## src/bax_pkg.sv

```systemverilog
package bax_pkg;

  // widths
  localparam int DATA_W = 8;
  localparam int ADDR_W = 7;
  localparam int PC_W = 15;
  localparam int OFS_W = 9;
  localparam int BITSEL_W = 3;

  // field positions
  localparam int MSB_POS = 7;
  localparam int NIBBLE_POS = 4;

  // destination select codes
  localparam logic DEST_ACC = 1'b0;
  localparam logic DEST_REG = 1'b1;

  // reset values and pc step
  localparam logic [7:0] ACC_RESET = 8'h00;
  localparam logic [14:0] PC_RESET = 15'h0000;
  localparam logic [14:0] PC_STEP = 15'h0001;

  // operation codes
  typedef enum logic [2:0] {
    OP_NOP = 3'b000,
    OP_ADD = 3'b001,
    OP_ADDC = 3'b010,
    OP_ASR = 3'b011,
    OP_BCLR = 3'b100,
    OP_BTSKZ = 3'b101,
    OP_JLIT = 3'b110,
    OP_JACC = 3'b111
  } bax_op_t;

  // execution phase
  typedef enum logic [0:0] {
    PH_EXEC = 1'b0,
    PH_FLUSH = 1'b1
  } bax_phase_t;

  // decoded instruction
  typedef struct packed {
    bax_op_t op;
    logic [6:0] regAddr;
    logic destSel;
    logic [2:0] bitSel;
    logic [8:0] offset;
  } bax_instr_t;

  // status flags
  typedef struct packed {
    logic carry;
    logic nibble;
    logic zero;
  } bax_flags_t;

  // data memory write request
  typedef struct packed {
    logic en;
    logic [6:0] addr;
    logic [7:0] data;
  } bax_wr_t;

endpackage

```

## src/bax_exec.sv

```systemverilog
`timescale 1ns/1ns
// Contract
// - add acc and register, update carry, nibble, zero
// - select 0 to acc, 1 to register
// - shift right keeping bit 7, bit 0 to carry
// - add acc, register and carry
// - clear one selected bit, flags untouched
// - tested bit zero discards next, two cycles
// - tested bit one runs next, no flags
// - pc becomes next address plus signed offset
// - pc becomes next address plus unsigned acc
// - pc change or skip adds nop cycle
module bax_exec (
  // clock and reset
  input wire logic sys_clk,
  input wire logic rst,
  // instruction issue, same clock domain
  input wire logic instrValid,
  input bax_pkg::bax_instr_t instr,
  output logic instrReady,
  // data memory, combinational read of regAddr
  output logic [6:0] memAddr,
  input wire logic [7:0] memRdata,
  output bax_pkg::bax_wr_t memWr,
  // architectural state
  output logic [7:0] acc,
  output bax_pkg::bax_flags_t flags,
  output logic [14:0] pc,
  output logic flushCycle
);

  ////////////////////////////////////////////////////////////
  logic [7:0] acc_r, acc_nxt;
  bax_pkg::bax_flags_t flags_r, flags_nxt;
  logic [14:0] pc_r, pc_nxt;
  bax_pkg::bax_phase_t phase_r, phase_nxt;
  bax_pkg::bax_wr_t wr_r, wr_nxt;
  logic [7:0] sum;
  logic cout;
  logic nibbleOut;
  logic addCin;
  logic [7:0] result;
  logic [14:0] pcNext;
  // set by a jump: its nop cycle must not step past the target
  logic holdPc_r, holdPc_nxt;

  assign addCin = (instr.op == bax_pkg::OP_ADDC) ? flags_r.carry : 1'b0;

  bax_adder uAdder (
    .a(acc_r),
    .b(memRdata),
    .cin(addCin),
    .sum(sum),
    .cout(cout),
    .nibbleOut(nibbleOut)
  );

  ////////////////////////////////////////////////////////////
  // pc still points at the branch while it executes, so pcNext adds one step
  assign pcNext = pc_r + bax_pkg::PC_STEP;
  assign memAddr = instr.regAddr;
  // no new instruction is taken during the nop cycle
  assign instrReady = (phase_r == bax_pkg::PH_EXEC);

  always_comb begin
    acc_nxt = acc_r;
    flags_nxt = flags_r;
    pc_nxt = pc_r;
    phase_nxt = bax_pkg::PH_EXEC;
    wr_nxt = '0;
    holdPc_nxt = 1'b0;
    result = memRdata;
    case (phase_r)
      bax_pkg::PH_FLUSH: begin
        // discarded slot behaves as a nop
        if (!holdPc_r) begin
          pc_nxt = pcNext;
        end
      end
      bax_pkg::PH_EXEC: begin
        if (instrValid) begin
          pc_nxt = pcNext;
          case (instr.op)
            bax_pkg::OP_ADD, bax_pkg::OP_ADDC: begin
              result = sum;
              flags_nxt.carry = cout;
              flags_nxt.nibble = nibbleOut;
              flags_nxt.zero = (sum == 8'h00);
            end
            bax_pkg::OP_ASR: begin
              result = {memRdata[bax_pkg::MSB_POS], memRdata[7:1]};
              flags_nxt.carry = memRdata[0];
              flags_nxt.zero = (result == 8'h00);
            end
            bax_pkg::OP_BCLR: begin
              result = memRdata & ~(8'h01 << instr.bitSel);
            end
            bax_pkg::OP_BTSKZ: begin
              if (!memRdata[instr.bitSel]) begin
                phase_nxt = bax_pkg::PH_FLUSH;
              end
              // bit set: next instruction runs normally
            end
            bax_pkg::OP_JLIT: begin
              pc_nxt = pcNext + {{(15 - 9){instr.offset[8]}}, instr.offset};
              phase_nxt = bax_pkg::PH_FLUSH;
              holdPc_nxt = 1'b1;
            end
            bax_pkg::OP_JACC: begin
              pc_nxt = pcNext + {7'h00, acc_r};
              phase_nxt = bax_pkg::PH_FLUSH;
              holdPc_nxt = 1'b1;
            end
            default: begin
            end
          endcase
          // only result-producing ops steer the destination
          if (instr.op == bax_pkg::OP_ADD || instr.op == bax_pkg::OP_ADDC || instr.op == bax_pkg::OP_ASR) begin
            if (instr.destSel == bax_pkg::DEST_ACC) begin
              acc_nxt = result;
            end else begin
              wr_nxt = '{en: 1'b1, addr: instr.regAddr, data: result};
            end
          end else if (instr.op == bax_pkg::OP_BCLR) begin
            wr_nxt = '{en: 1'b1, addr: instr.regAddr, data: result};
          end
        end
      end
      default: begin
        phase_nxt = bax_pkg::PH_EXEC;
      end
    endcase
  end

  ////////////////////////////////////////////////////////////
  always_ff @(posedge sys_clk or posedge rst) begin
    if (rst) begin
      acc_r <= bax_pkg::ACC_RESET;
      flags_r <= '0;
      pc_r <= bax_pkg::PC_RESET;
      phase_r <= bax_pkg::PH_EXEC;
      wr_r <= '0;
      holdPc_r <= 1'b0;
    end else begin
      acc_r <= acc_nxt;
      flags_r <= flags_nxt;
      pc_r <= pc_nxt;
      phase_r <= phase_nxt;
      wr_r <= wr_nxt;
      holdPc_r <= holdPc_nxt;
    end
  end

  assign acc = acc_r;
  assign flags = flags_r;
  assign pc = pc_r;
  assign memWr = wr_r;
  assign flushCycle = (phase_r == bax_pkg::PH_FLUSH);

endmodule // bax_exec

```

## src/bax_adder.sv

```systemverilog
`timescale 1ns/1ns
// 8-bit adder giving carry out of bit 3 and bit 7
module bax_adder (
  // operands
  input wire logic [7:0] a,
  input wire logic [7:0] b,
  input wire logic cin,
  // results
  output logic [7:0] sum,
  output logic cout,
  output logic nibbleOut
);
  logic [4:0] low;
  logic [4:0] high;

  always_comb begin
    low = {1'b0, a[3:0]} + {1'b0, b[3:0]} + {4'h0, cin};
    high = {1'b0, a[7:4]} + {1'b0, b[7:4]} + {4'h0, low[bax_pkg::NIBBLE_POS]};
    sum = {high[3:0], low[3:0]};
    cout = high[bax_pkg::NIBBLE_POS];
    nibbleOut = low[bax_pkg::NIBBLE_POS];
  end
endmodule // bax_adder

```

## config.mk

```make
export PLATFORM = sky130hd
export DESIGN_NAME = bax_exec
export DESIGN_NICKNAME = d
export VERILOG_FILES = /design/src/bax_pkg.sv /design/src/bax_exec.sv /design/src/bax_adder.sv
export SDC_FILE = /design/constraint.sdc
export NUM_CORES = 1
export LEC_CHECK = 0
export ABC_CLOCK_PERIOD_IN_PS = 5900
export BUFFER_PORTS_ARGS = -buffer_cell sky130_fd_sc_hd__buf_2
export CAP_MARGIN = 25
export CORE_MARGIN = 10
export CORE_UTILIZATION = 45
export DETAILED_ROUTE_END_ITERATION = 10
export GPL_TIMING_DRIVEN = 0
export PLACE_DENSITY = 0.72
export SYNTH_ARGS = -nofsm -noshare
export SYNTH_HDL_FRONTEND = slang
export SYNTH_SLANG_ARGS = --single-unit
```

## constraint.sdc

```tcl
create_clock -name sys_clk -period 5.9 [get_ports sys_clk]
set_input_delay 0.295 -clock sys_clk [delete_from_list [all_inputs] [get_ports sys_clk]]
set_output_delay 0.295 -clock sys_clk [all_outputs]
set_load 0.03 [all_outputs]
```

==> results of run 1 <==
==> cell usage after synthesis (3+ instances only) <==
library cell / n
clkbuf_1: 10
a21oi_1: 38
buf_2: 3
or2_2: 4
nand4_1: 3
nor2b_1: 3
buf_4: 7
nor2_1: 47
fa_1: 5
xnor2_1: 18
a31oi_1: 7
xor2_1: 10
nor3b_1: 3
and3_1: 3
o21a_1: 5
mux4_2: 3
nor3_1: 12
dfrtp_1: 44
nor4_1: 4
o21ai_0: 22
and2_1: 11
a21o_1: 7
mux2_2: 8
inv_1: 20
nand2_1: 33
a22oi_1: 6
nand3_1: 11
ha_1: 21
==> stage by stage <==
step	util, %	hold slack, ps	power (W)	std cells	cell area (um2)
after floorplan	-	424	0.00130	412	3550
after global placement	53.1	496	0.00155	594	4080
after detailed placement	53.4	372	0.00157	595	4110
after CTS	54.9	30.8	0.00183	603	4220
after global routing	54.9	49.6	0.00197	603	4220
final	54.9	15.5	0.00183	603	4220
==> report_power, final <==
| group | internal, W | leakage, nW | switching, W |
|---|---|---|---|
| sequential | 0.000378 | 0.557 | 0.0000951 |
| clock | 0.000128 | 0.0548 | 0.000124 |
| combinational | 0.000435 | 1.40 | 0.000667 |
==> worst min path at each step <==
stage | end | slack, ps | cells after the start
3_3_place_gp | flags[1] | 500 | 1
6_report | acc[3] | 20 | 2
4_1_cts | acc[3] | 30 | 2
3_5_place_dp | memWr[14] | 370 | 2
5_1_grt | memWr[10] | 50 | 2
2_1_floorplan | memWr[10] | 420 | 1
==> layout by cell type (no fill, tap or decap), types with 3 or more instances in the layout <==
cell type,netlist,layout
a22oi_1,6,6
nand3_1,11,11
clkbuf_8,1,6
mux4_2,3,3
or2_2,4,4
nor2_1,47,47
xnor2_1,18,18
nor3_1,12,12
a31oi_1,7,7
nand2_1,33,33
and3_1,3,3
nor3b_1,3,3
o21a_1,5,5
clkbuf_1,10,10
nor2b_1,3,3
a21oi_1,38,38
fa_1,5,5
o21ai_0,22,22
a21o_1,7,7
buf_4,7,7
dfrtp_1,44,44
ha_1,21,21
nand4_1,3,3
buf_2,3,83
xor2_1,10,10
inv_1,20,19
and2_1,11,11
mux2_2,8,8
nor4_1,4,4
==> layout make-up <==
cell class / count / area (um2)
multi-input cells: 324 / 2240
flip-flops and latches: 44 / 1100
inverters: 21 / 78.8
fillers: 764 / 3470
clock buffers: 5 / 68.8
clock inverters: 3 / 46.3
well taps: 102 / 128
repair buffers: 81 / 428
plain buffers: 23 / 130
==> flip-flops by register name (all words and copies together) (netlist names) <==
| signal | cells |
|---|---|
| memWr | 16 |
| pc | 15 |
| acc | 8 |
| flags | 3 |
| flushCycle | 1 |
| holdPc_r | 1 |
==> per-layer routing <==
layer	vias to the layer above	part of all wire, %
li1	1635	-
met4	0	1.7
met3	17	7.6
met2	146	45
met1	1594	46
met5	-	0
==> worst max-delay path: stages <==
cell	delay, ps
buf_2	150
and2_1	170
buf_2	170
nand2_2	170
clkbuf_1	340
o21ai_0	140
ha_1	250
fa_1	440
a211oi_1	370
o21ai_2	130
nand4_2	160
a31oi_4	110
mux4_2	430
a311o_1	320
==> cells by family after synthesis <==
group / after synthesis / share of synthesized area [%]
muxes: 13 / 5.00
xor gates and xnor gates: 28 / 6.91
and+or+nand+nor: 149 / 20.9
DFF: 44 / 31.0
buffers and inverters: 44 / 5.88
adders and majority gates: 26 / 10.2
AOI/OAI and AO/OA: 108 / 20.1
==> results.toml, run 1 <==
[synth]
syn-instance-count = 412
async_flop_share_pct = 100
ys_ff_latch = 44
synth_nets = 472
synthTopCellsByArea = "dfrtp_1 (31%), ha_1 (7.4%), a21oi_1 (5.4%)"
ys_seq_area_share_pct = 31.0
ys.warnings.count = 0
synth.top_cell.area_share_pct = 31.0
syn_area_mm2 = 0.00355
ys.flop_type = "dfrtp_1"
syn_area_per_cell_um2 = 8.62
ys_types = 64
yosys.area.top_type = "dfrtp_1"
synth_edf_count = 0

[placement]
io_buffers = 80
place_ws_ps = 2140
globalplace.congestion = 0.959
post-dp-hpwl_um = 8210

[worst_setup_path]
endpoint = "pc[14]"
critPathArrivalTime_ps = 3650
crit_fanout = 10
cp.required_ps = 6100
crit_path_end_kind = "flop"
reg2reg_from = "pc[2]"
startpoint_type = "input port"
critical_path_class = "input port to flop"
reg2reg_depth = 11
crit_path_start = "instr[20]"
r2r_slack_ps = 2480
r2r-end = "pc[14]"

[timing]
finalClockSkew_ps = 10.1
setup_slack_ps = 2450
slew_headroom_pct = 53.5
hold_viol_final = 0
final.setup.tns_ps = 0
period_minus_slack_ps = 3450
finalSetupViolations = 0
worst_pin_slew_ps = 692
slew_viol_final = 0
timing.final.crit_share_pct = 58.5
fmax_mhz = 290
rsz0062_at_grt = "false"

[flow_run]
cap_violations = 0

[floorplanning]
start_util_pct = 46.2
die_h_um = 109
design.core.area_mm2 = 0.00769
fp.dieArea_mm2 = 0.0118
rows = 32
fp.dieW_um = 109
ios = 85

[finish]
finalNetCount = 560
drive_above_1_share_pct = 25.7
syn_to_final_growth_pct = 18.9
antennaDiodeCount = 0

[global_route]
use_met3_pct = 3.83
antenna_found_initial = 0
grt_use_total_pct = 17.7
grt_max_degree = 25
grt_remaining_overflow = 0
met2_usage_pct = 27.8
grt_pass1_wl_um = 16900
grtUsageMet1_pct = 24.2
grt.busiest_layer = "met2"
grt_pass1_vias = 3357

[cts]
clk_pin_slew_ps = 100
cts-resized-gates = 0
cts_sinks = 44
clk-insertion-delay-late_ps = 310
cts_root_buffer = "clkbuf_8"
postCtsHoldBufs = 0
postCtsSetupBuffers = 0
cts-buffers-inserted = 5
cts_buffer_depth = 2
cts_tree = "done"
cts-htree-levels = 2

[routing]
vias = 3392
vias_per_cell = 5.63
finalWirelength_um = 10300
first_pass_iters = 5
wl_per_cell_um = 17.1
dr.first_iter.drc_count = 234
ant_nets = 0
drc = 0

[worst_hold_path]
min_path_type = "input port to async pin"

[power_and_ir_drop]
ir_drop_v = 0.000304
p_per_area_mw_per_mm2 = 433
total_leakage_power_nw = 2.01

[status]
status = "completed"
No activity file was read; power rests on OpenSTA's default activity.
==> run 2: changes to the inputs <==
--- a/config.mk
+++ b/config.mk
@@ -5,14 +5,14 @@
 export SDC_FILE = /design/constraint.sdc
 export NUM_CORES = 1
 export LEC_CHECK = 0
-export ABC_CLOCK_PERIOD_IN_PS = 5900
+export ABC_CLOCK_PERIOD_IN_PS = 3150
 export BUFFER_PORTS_ARGS = -buffer_cell sky130_fd_sc_hd__buf_2
 export CAP_MARGIN = 25
 export CORE_MARGIN = 10
 export CORE_UTILIZATION = 45
 export DETAILED_ROUTE_END_ITERATION = 10
 export GPL_TIMING_DRIVEN = 0
-export PLACE_DENSITY = 0.72
+export PLACE_DENSITY = 0.75
 export SYNTH_ARGS = -nofsm -noshare
 export SYNTH_HDL_FRONTEND = slang
 export SYNTH_SLANG_ARGS = --single-unit
==> constraint.sdc (replaced) <==
create_clock -name sys_clk -period 3.15 [get_ports sys_clk]
set_input_delay 0.1575 -clock sys_clk [delete_from_list [all_inputs] [get_ports sys_clk]]
set_output_delay 0.1575 -clock sys_clk [all_outputs]
set_load 0.03 [all_outputs]
==> run 2 against run 1 <==
  * Final cell count rose by 2.5%
  * Worst setup slack worse by 2400 ps
  * Sequential power rose by 89%
  * Register-to-register slack lost 2400 ps
  * Wire length grew 4.2%
  * Clock-buffer cell count did not move
  * Die area stayed put
  * Final area grew 5.7%
  * Critical endpoint is now acc[5]
  * Highest routed layer unchanged
==> results.toml, run 2 (synthesis results as in run 1) <==
[timing]
finalClockSkew_ps = 9.46
slew_headroom_pct = 50.9
hold_viol_final = 0
final.setup.tns_ps = 0
timing.final.crit_share_pct = 98.3
slew_viol_final = 0
holdWs_ps = 61.1
finalSetupViolations = 0
period_minus_slack_ps = 3100
worst_pin_slew_ps = 731
fmax_mhz = 323
rsz0062_at_grt = "true"
setup_slack_ps = 52.2

[worst_setup_path]
crit_path_start = "flags[2]"
cp.required_ps = 3340
endpoint = "acc[5]"
r2r_slack_ps = 50
crit_path_end_kind = "flop"
reg2reg_from = "flags[2]"
reg2reg_depth = 14
r2r-end = "acc[5]"
crit_fanout = 2
startpoint_type = "flop"
critPathArrivalTime_ps = 3290
critical_path_class = "flop to flop"

[power_and_ir_drop]
total_leakage_power_nw = 2.08
p_per_area_mw_per_mm2 = 813
ir_drop_v = 0.000355

[global_route]
antenna_found_initial = 1
grt_pass1_vias = 3471
grt_pass1_wl_um = 16900
grt_use_total_pct = 17.8
grt_remaining_overflow = 0
grt_max_degree = 25

[routing]
vias_per_cell = 5.60
finalWirelength_um = 10800
first_pass_iters = 4
dr.first_iter.drc_count = 214
ant_nets = 0
drc = 0
wl_per_cell_um = 17.4
vias = 3460

[cts]
cts-buffers-inserted = 5
cts_root_buffer = "clkbuf_8"
cts_tree = "done"
clk_pin_slew_ps = 100
cts_buffer_depth = 2
cts-htree-levels = 2
clk-insertion-delay-late_ps = 320
cts_sinks = 44

[finish]
design_area_mm2 = 0.00446
syn_to_final_growth_pct = 25.7
mostFrequentLayoutCells = "buf_2 (83), nor2_1 (44), a21oi_1 (38), dfrtp_1 (37), nand2_1 (33)"
finalNetCount = 574
largest_reg_flops = 16
fin_util_pct = 58.1
drive_above_1_share_pct = 33.8
final_common_cell = "buf_2"
fillerInstances = 704

[flow_run]
cap_violations = 0

[placement]
post-dp-hpwl_um = 8140
io_buffers = 80
globalplace.congestion = 0.915
placed_area_mm2 = 0.00412
place_ws_ps = -340

[floorplanning]
ios = 85
design.core.area_mm2 = 0.00769
fp.dieW_um = 109
start_util_pct = 46.2
fp.dieArea_mm2 = 0.0118
die_h_um = 109
rows = 32

[worst_hold_path]
min_path_type = "input port to flop"

[status]
status = "completed"
==> run 2: changes by cell type in the layout (fill, tap and decap cells not counted), moves of 3 or more <==
cell,before,now
fa_2,0,4
dfrtp_1,44,37
nor2_1,47,44
fa_1,5,1
nand3_1,11,8
buf_4,7,21
dfrtp_2,0,7
==> run 2: where the power goes <==
group / total (W) / internal, W / switching [W]
logic: 0.00226 / 0.000937 / 0.00132
registers: 0.000896 / 0.000715 / 0.000181
clock network: 0.000474 / 0.000239 / 0.000234
total: 0.00363 / 0.00189 / 0.00174
==> run 2: worst max-delay path, stage by stage, from the launching register on <==
cell and delay [ps]:
dfrtp_1 390, nand4bb_1 130, fa_2 370, fa_2 370, nor2b_2 120, o21ai_1 70, nand2b_1 120, fa_2 220
inv_2 40, fa_2 530, nor2_1 50, a21oi_1 150, nor2_1 80, a31oi_2 240, a21oi_1 100
==> run 2: how the worst min path moves through the flow <==
stage | startpoint | endpoint | cells past startpoint
floorplan | instr[15] | memWr[10] | 1
global placement | instr[17] | memWr[12] | 2
detailed placement | rst | memWr[14] | 2
CTS | instr[13] | memWr[8] | 2
global route | instr[16] | memWr[11] | 2
finish | instr[13] | memWr[8] | 2
==> run 2: cell type report <==
type / instances / area [um2] / share of cell area, %
clock inverters: 3 / 46.3 / 1.04
well taps: 102 / 128 / 2.86
diodes: 1 / 2.50 / 0.0561
clock buffers: 5 / 68.8 / 1.54
inverters: 21 / 78.8 / 1.77
plain buffers: 22 / 128 / 2.86
flip-flops and latches: 44 / 1110 / 24.9
repair buffers: 96 / 536 / 12.0
multi-input cells: 324 / 2370 / 53.0
==> run 2: per-layer routing <==
metal	GRT usage [%]	vias up	share of wire [%]
li1	-	1664	-
met1	22.2	1661	43
met2	29.9	128	48
met4	4.52	0	0.90
met5	0	-	0
met3	4.66	7	8.2
==> run 2: stage by stage <==
stage                     total power [W]  cells
after floorplan                   0.00245    412
after global placement            0.00289    594
after detailed placement          0.00294    595
after CTS                         0.00346    606
after global routing              0.00390    617
final                             0.00363    618
==> run 2: repair_timing <==
| action | in CTS | in global routing |
|---|---|---|
| pin swaps | 1 | 9 |
| endpoints found under the hold margin | 20 | 0 |
| gates resized for setup | 9 | 21 |
| hold buffers | 1 | 0 |
| gates cloned | 0 | 0 |
| setup buffers | 2 | 12 |
| setup endpoints to repair | 7 | 8 |
==> run 3: changes to the inputs <==
--- a/config.mk
+++ b/config.mk
@@ -5,14 +5,14 @@
 export SDC_FILE = /design/constraint.sdc
 export NUM_CORES = 1
 export LEC_CHECK = 0
-export ABC_CLOCK_PERIOD_IN_PS = 3150
+export ABC_CLOCK_PERIOD_IN_PS = 3500
 export BUFFER_PORTS_ARGS = -buffer_cell sky130_fd_sc_hd__buf_2
 export CAP_MARGIN = 25
 export CORE_MARGIN = 10
 export CORE_UTILIZATION = 45
 export DETAILED_ROUTE_END_ITERATION = 10
 export GPL_TIMING_DRIVEN = 0
-export PLACE_DENSITY = 0.75
+export PLACE_DENSITY = 0.72
 export SYNTH_ARGS = -nofsm -noshare
 export SYNTH_HDL_FRONTEND = slang
 export SYNTH_SLANG_ARGS = --single-unit
==> constraint.sdc (replaced) <==
create_clock -name sys_clk -period 3.5 [get_ports sys_clk]
set_input_delay 0.175 -clock sys_clk [delete_from_list [all_inputs] [get_ports sys_clk]]
set_output_delay 0.175 -clock sys_clk [all_outputs]
set_load 0.03 [all_outputs]
==> run 3 against run 2 <==
  * Total power shrank 15%
  * Sequential power shrank 10%
  * Non-clock buffer count shrank 12
  * Final area shrank 4.5%
  * Critical path depth grew 1
  * First-iteration DRC count shrank 7.5%
  * Register-to-register slack gained 80 ps
  * Via count shrank 1.2%
  * Sequential cell count is the same
  * Fmax shrank 8.1%
  * Wire length shrank 3.2%
  * Critical endpoint is now flags[0]
  * Highest routed layer unchanged
==> results.toml, run 3 (synthesis results as in run 1) <==
[timing]
fmax_mhz = 297
slew_headroom_pct = 52.5
holdWs_ps = 84.2
slew_viol_final = 0
final.setup.tns_ps = 0
period_minus_slack_ps = 3370
hold_viol_final = 0
worst_pin_slew_ps = 707
finalSetupViolations = 0
timing.final.crit_share_pct = 96.3
finalClockSkew_ps = 8.80

[floorplanning]
fp.dieW_um = 109
fp.dieArea_mm2 = 0.0118
rows = 32
ios = 85
start_util_pct = 46.2
design.core.area_mm2 = 0.00769
die_h_um = 109

[routing]
ant_nets = 0
finalWirelength_um = 10400
vias_per_cell = 5.65
wl_per_cell_um = 17.2
vias = 3419
first_pass_iters = 5
drc = 0
dr.first_iter.drc_count = 198

[power_and_ir_drop]
power_frac_seq_pct = 25.9
swShare_pct = 48.6
pwr-share-clk_pct = 13.5
pwr-share-comb_pct = 60.6
p_int_w = 0.00160
ir_drop_v = 0.000519
power_switching_w = 0.00151
total_leakage_power_nw = 2.02
p_per_area_mw_per_mm2 = 727

[global_route]
antenna_found_initial = 0
grt_pass1_vias = 3364
grt_use_total_pct = 17.7
grt_remaining_overflow = 0
grt_max_degree = 25
grt_pass1_wl_um = 16900

[cts]
cts-htree-levels = 2
cts_sinks = 44
cts-buffers-inserted = 5
clk_pin_slew_ps = 100
cts_buffer_depth = 2
clk-insertion-delay-late_ps = 310
cts_tree = "done"
cts_root_buffer = "clkbuf_8"

[status]
status = "completed"

[worst_setup_path]
critPathArrivalTime_ps = 3610
crit_path_end_kind = "flop"
cp.required_ps = 3740
crit_path_start = "flags[2]"
startpoint_type = "flop"
crit_fanout = 3
reg2reg_from = "flags[2]"
critical_path_class = "flop to flop"

[placement]
post-dp-hpwl_um = 8210
io_buffers = 80
globalplace.congestion = 0.959

[finish]
mostFrequentLayoutCells = "buf_2 (83), nor2_1 (46), dfrtp_1 (43), a21oi_1 (38), nand2_1 (33)"
finalNetCount = 562
syn_to_final_growth_pct = 20.1
largest_reg_flops = 16
fin_util_pct = 55.5
antennaDiodeCount = 0
drive_above_1_share_pct = 27.0
final_common_cell = "buf_2"

[worst_hold_path]
hp-start = "instr[15]"
min_path_type = "input port to flop"

[flow_run]
cap_violations = 0
-- run 3: changes by cell type in the layout (fill, tap and decap cells not counted), sizes merged --
| cell | before | now |
|---|---|---|
| diode | 1 | 0 |
| buf | 106 | 93 |
| clkbuf | 16 | 17 |
-- run 3: through the flow --
stage                     cells  power (W)  worst slack, ps  cell area (um2)
after floorplan             412    0.00219              192             3550
after global placement      594    0.00261            -45.3             4080
after detailed placement    595    0.00265             -139             4110
after CTS                   604    0.00308              105             4230
after global routing        605    0.00335            -3.77             4260
final                       605    0.00310              130             4260
-- run 3: worst paths after layout --
kind                        endpoint  slack (ps)  depth (start not counted)
min in group asynchronous     acc[6]         440                          3
setup reg to reg            flags[0]         130                         15
hold / removal             memWr[10]          80                          2
max in group asynchronous     pc[12]        2560                          4
hold reg to reg             flags[1]         540                          1
setup / recovery            flags[0]         130                         15
-- run 3: metal layers --
layer  track usage (%)  share of wire [%]
met1              24.2                 46
met2              27.8                 45
met3              3.78                7.4
met4              4.90                1.3
met5                 0                  0
-- run 3: timing repair --
action / 4_1_cts / 5_1_grt
hold buffers: 1 / 0
resized for setup: 0 / 6
buffers inserted: 0 / 1
endpoints found under the setup margin: 0 / 3
hold endpoints to repair: 23 / 0
-- run 3: worst max-delay path, cell delays in order (launching register included) --
cell and delay, ps:
dfrtp_1 390, nand4bb_1 140, fa_1 440, fa_1 420, nor2b_1 140, o21ai_0 100, nand2b_1 160, fa_1 210
inv_1 50, fa_1 540, nand4b_1 120, nor2_1 100, nand2_1 60, nor4_1 180, a31oi_1 100, a21oi_1 160
-- run 3: layout make-up --
cell class,instances,area (um2)
Inverter,21,78.8
Timing Repair Buffer,83,445
Fill cell,758,3420
Clock inverter,3,46.3
Sequential cell,44,1100
Buffer,23,130
Clock buffer,5,68.8
Tap cell,102,128
Multi-Input combinational cell,324,2260
-- run 3: power groups by stage --
stage / logic (W) / registers [W] / clock network, W
final: 0.00188 / 0.000803 / 0.000420
after global routing: 0.00207 / 0.000824 / 0.000452
after CTS: 0.00186 / 0.000797 / 0.000430
after global placement: 0.00181 / 0.000800 / 0
after detailed placement: 0.00184 / 0.000809 / 0
after floorplan: 0.00116 / 0.00103 / 0
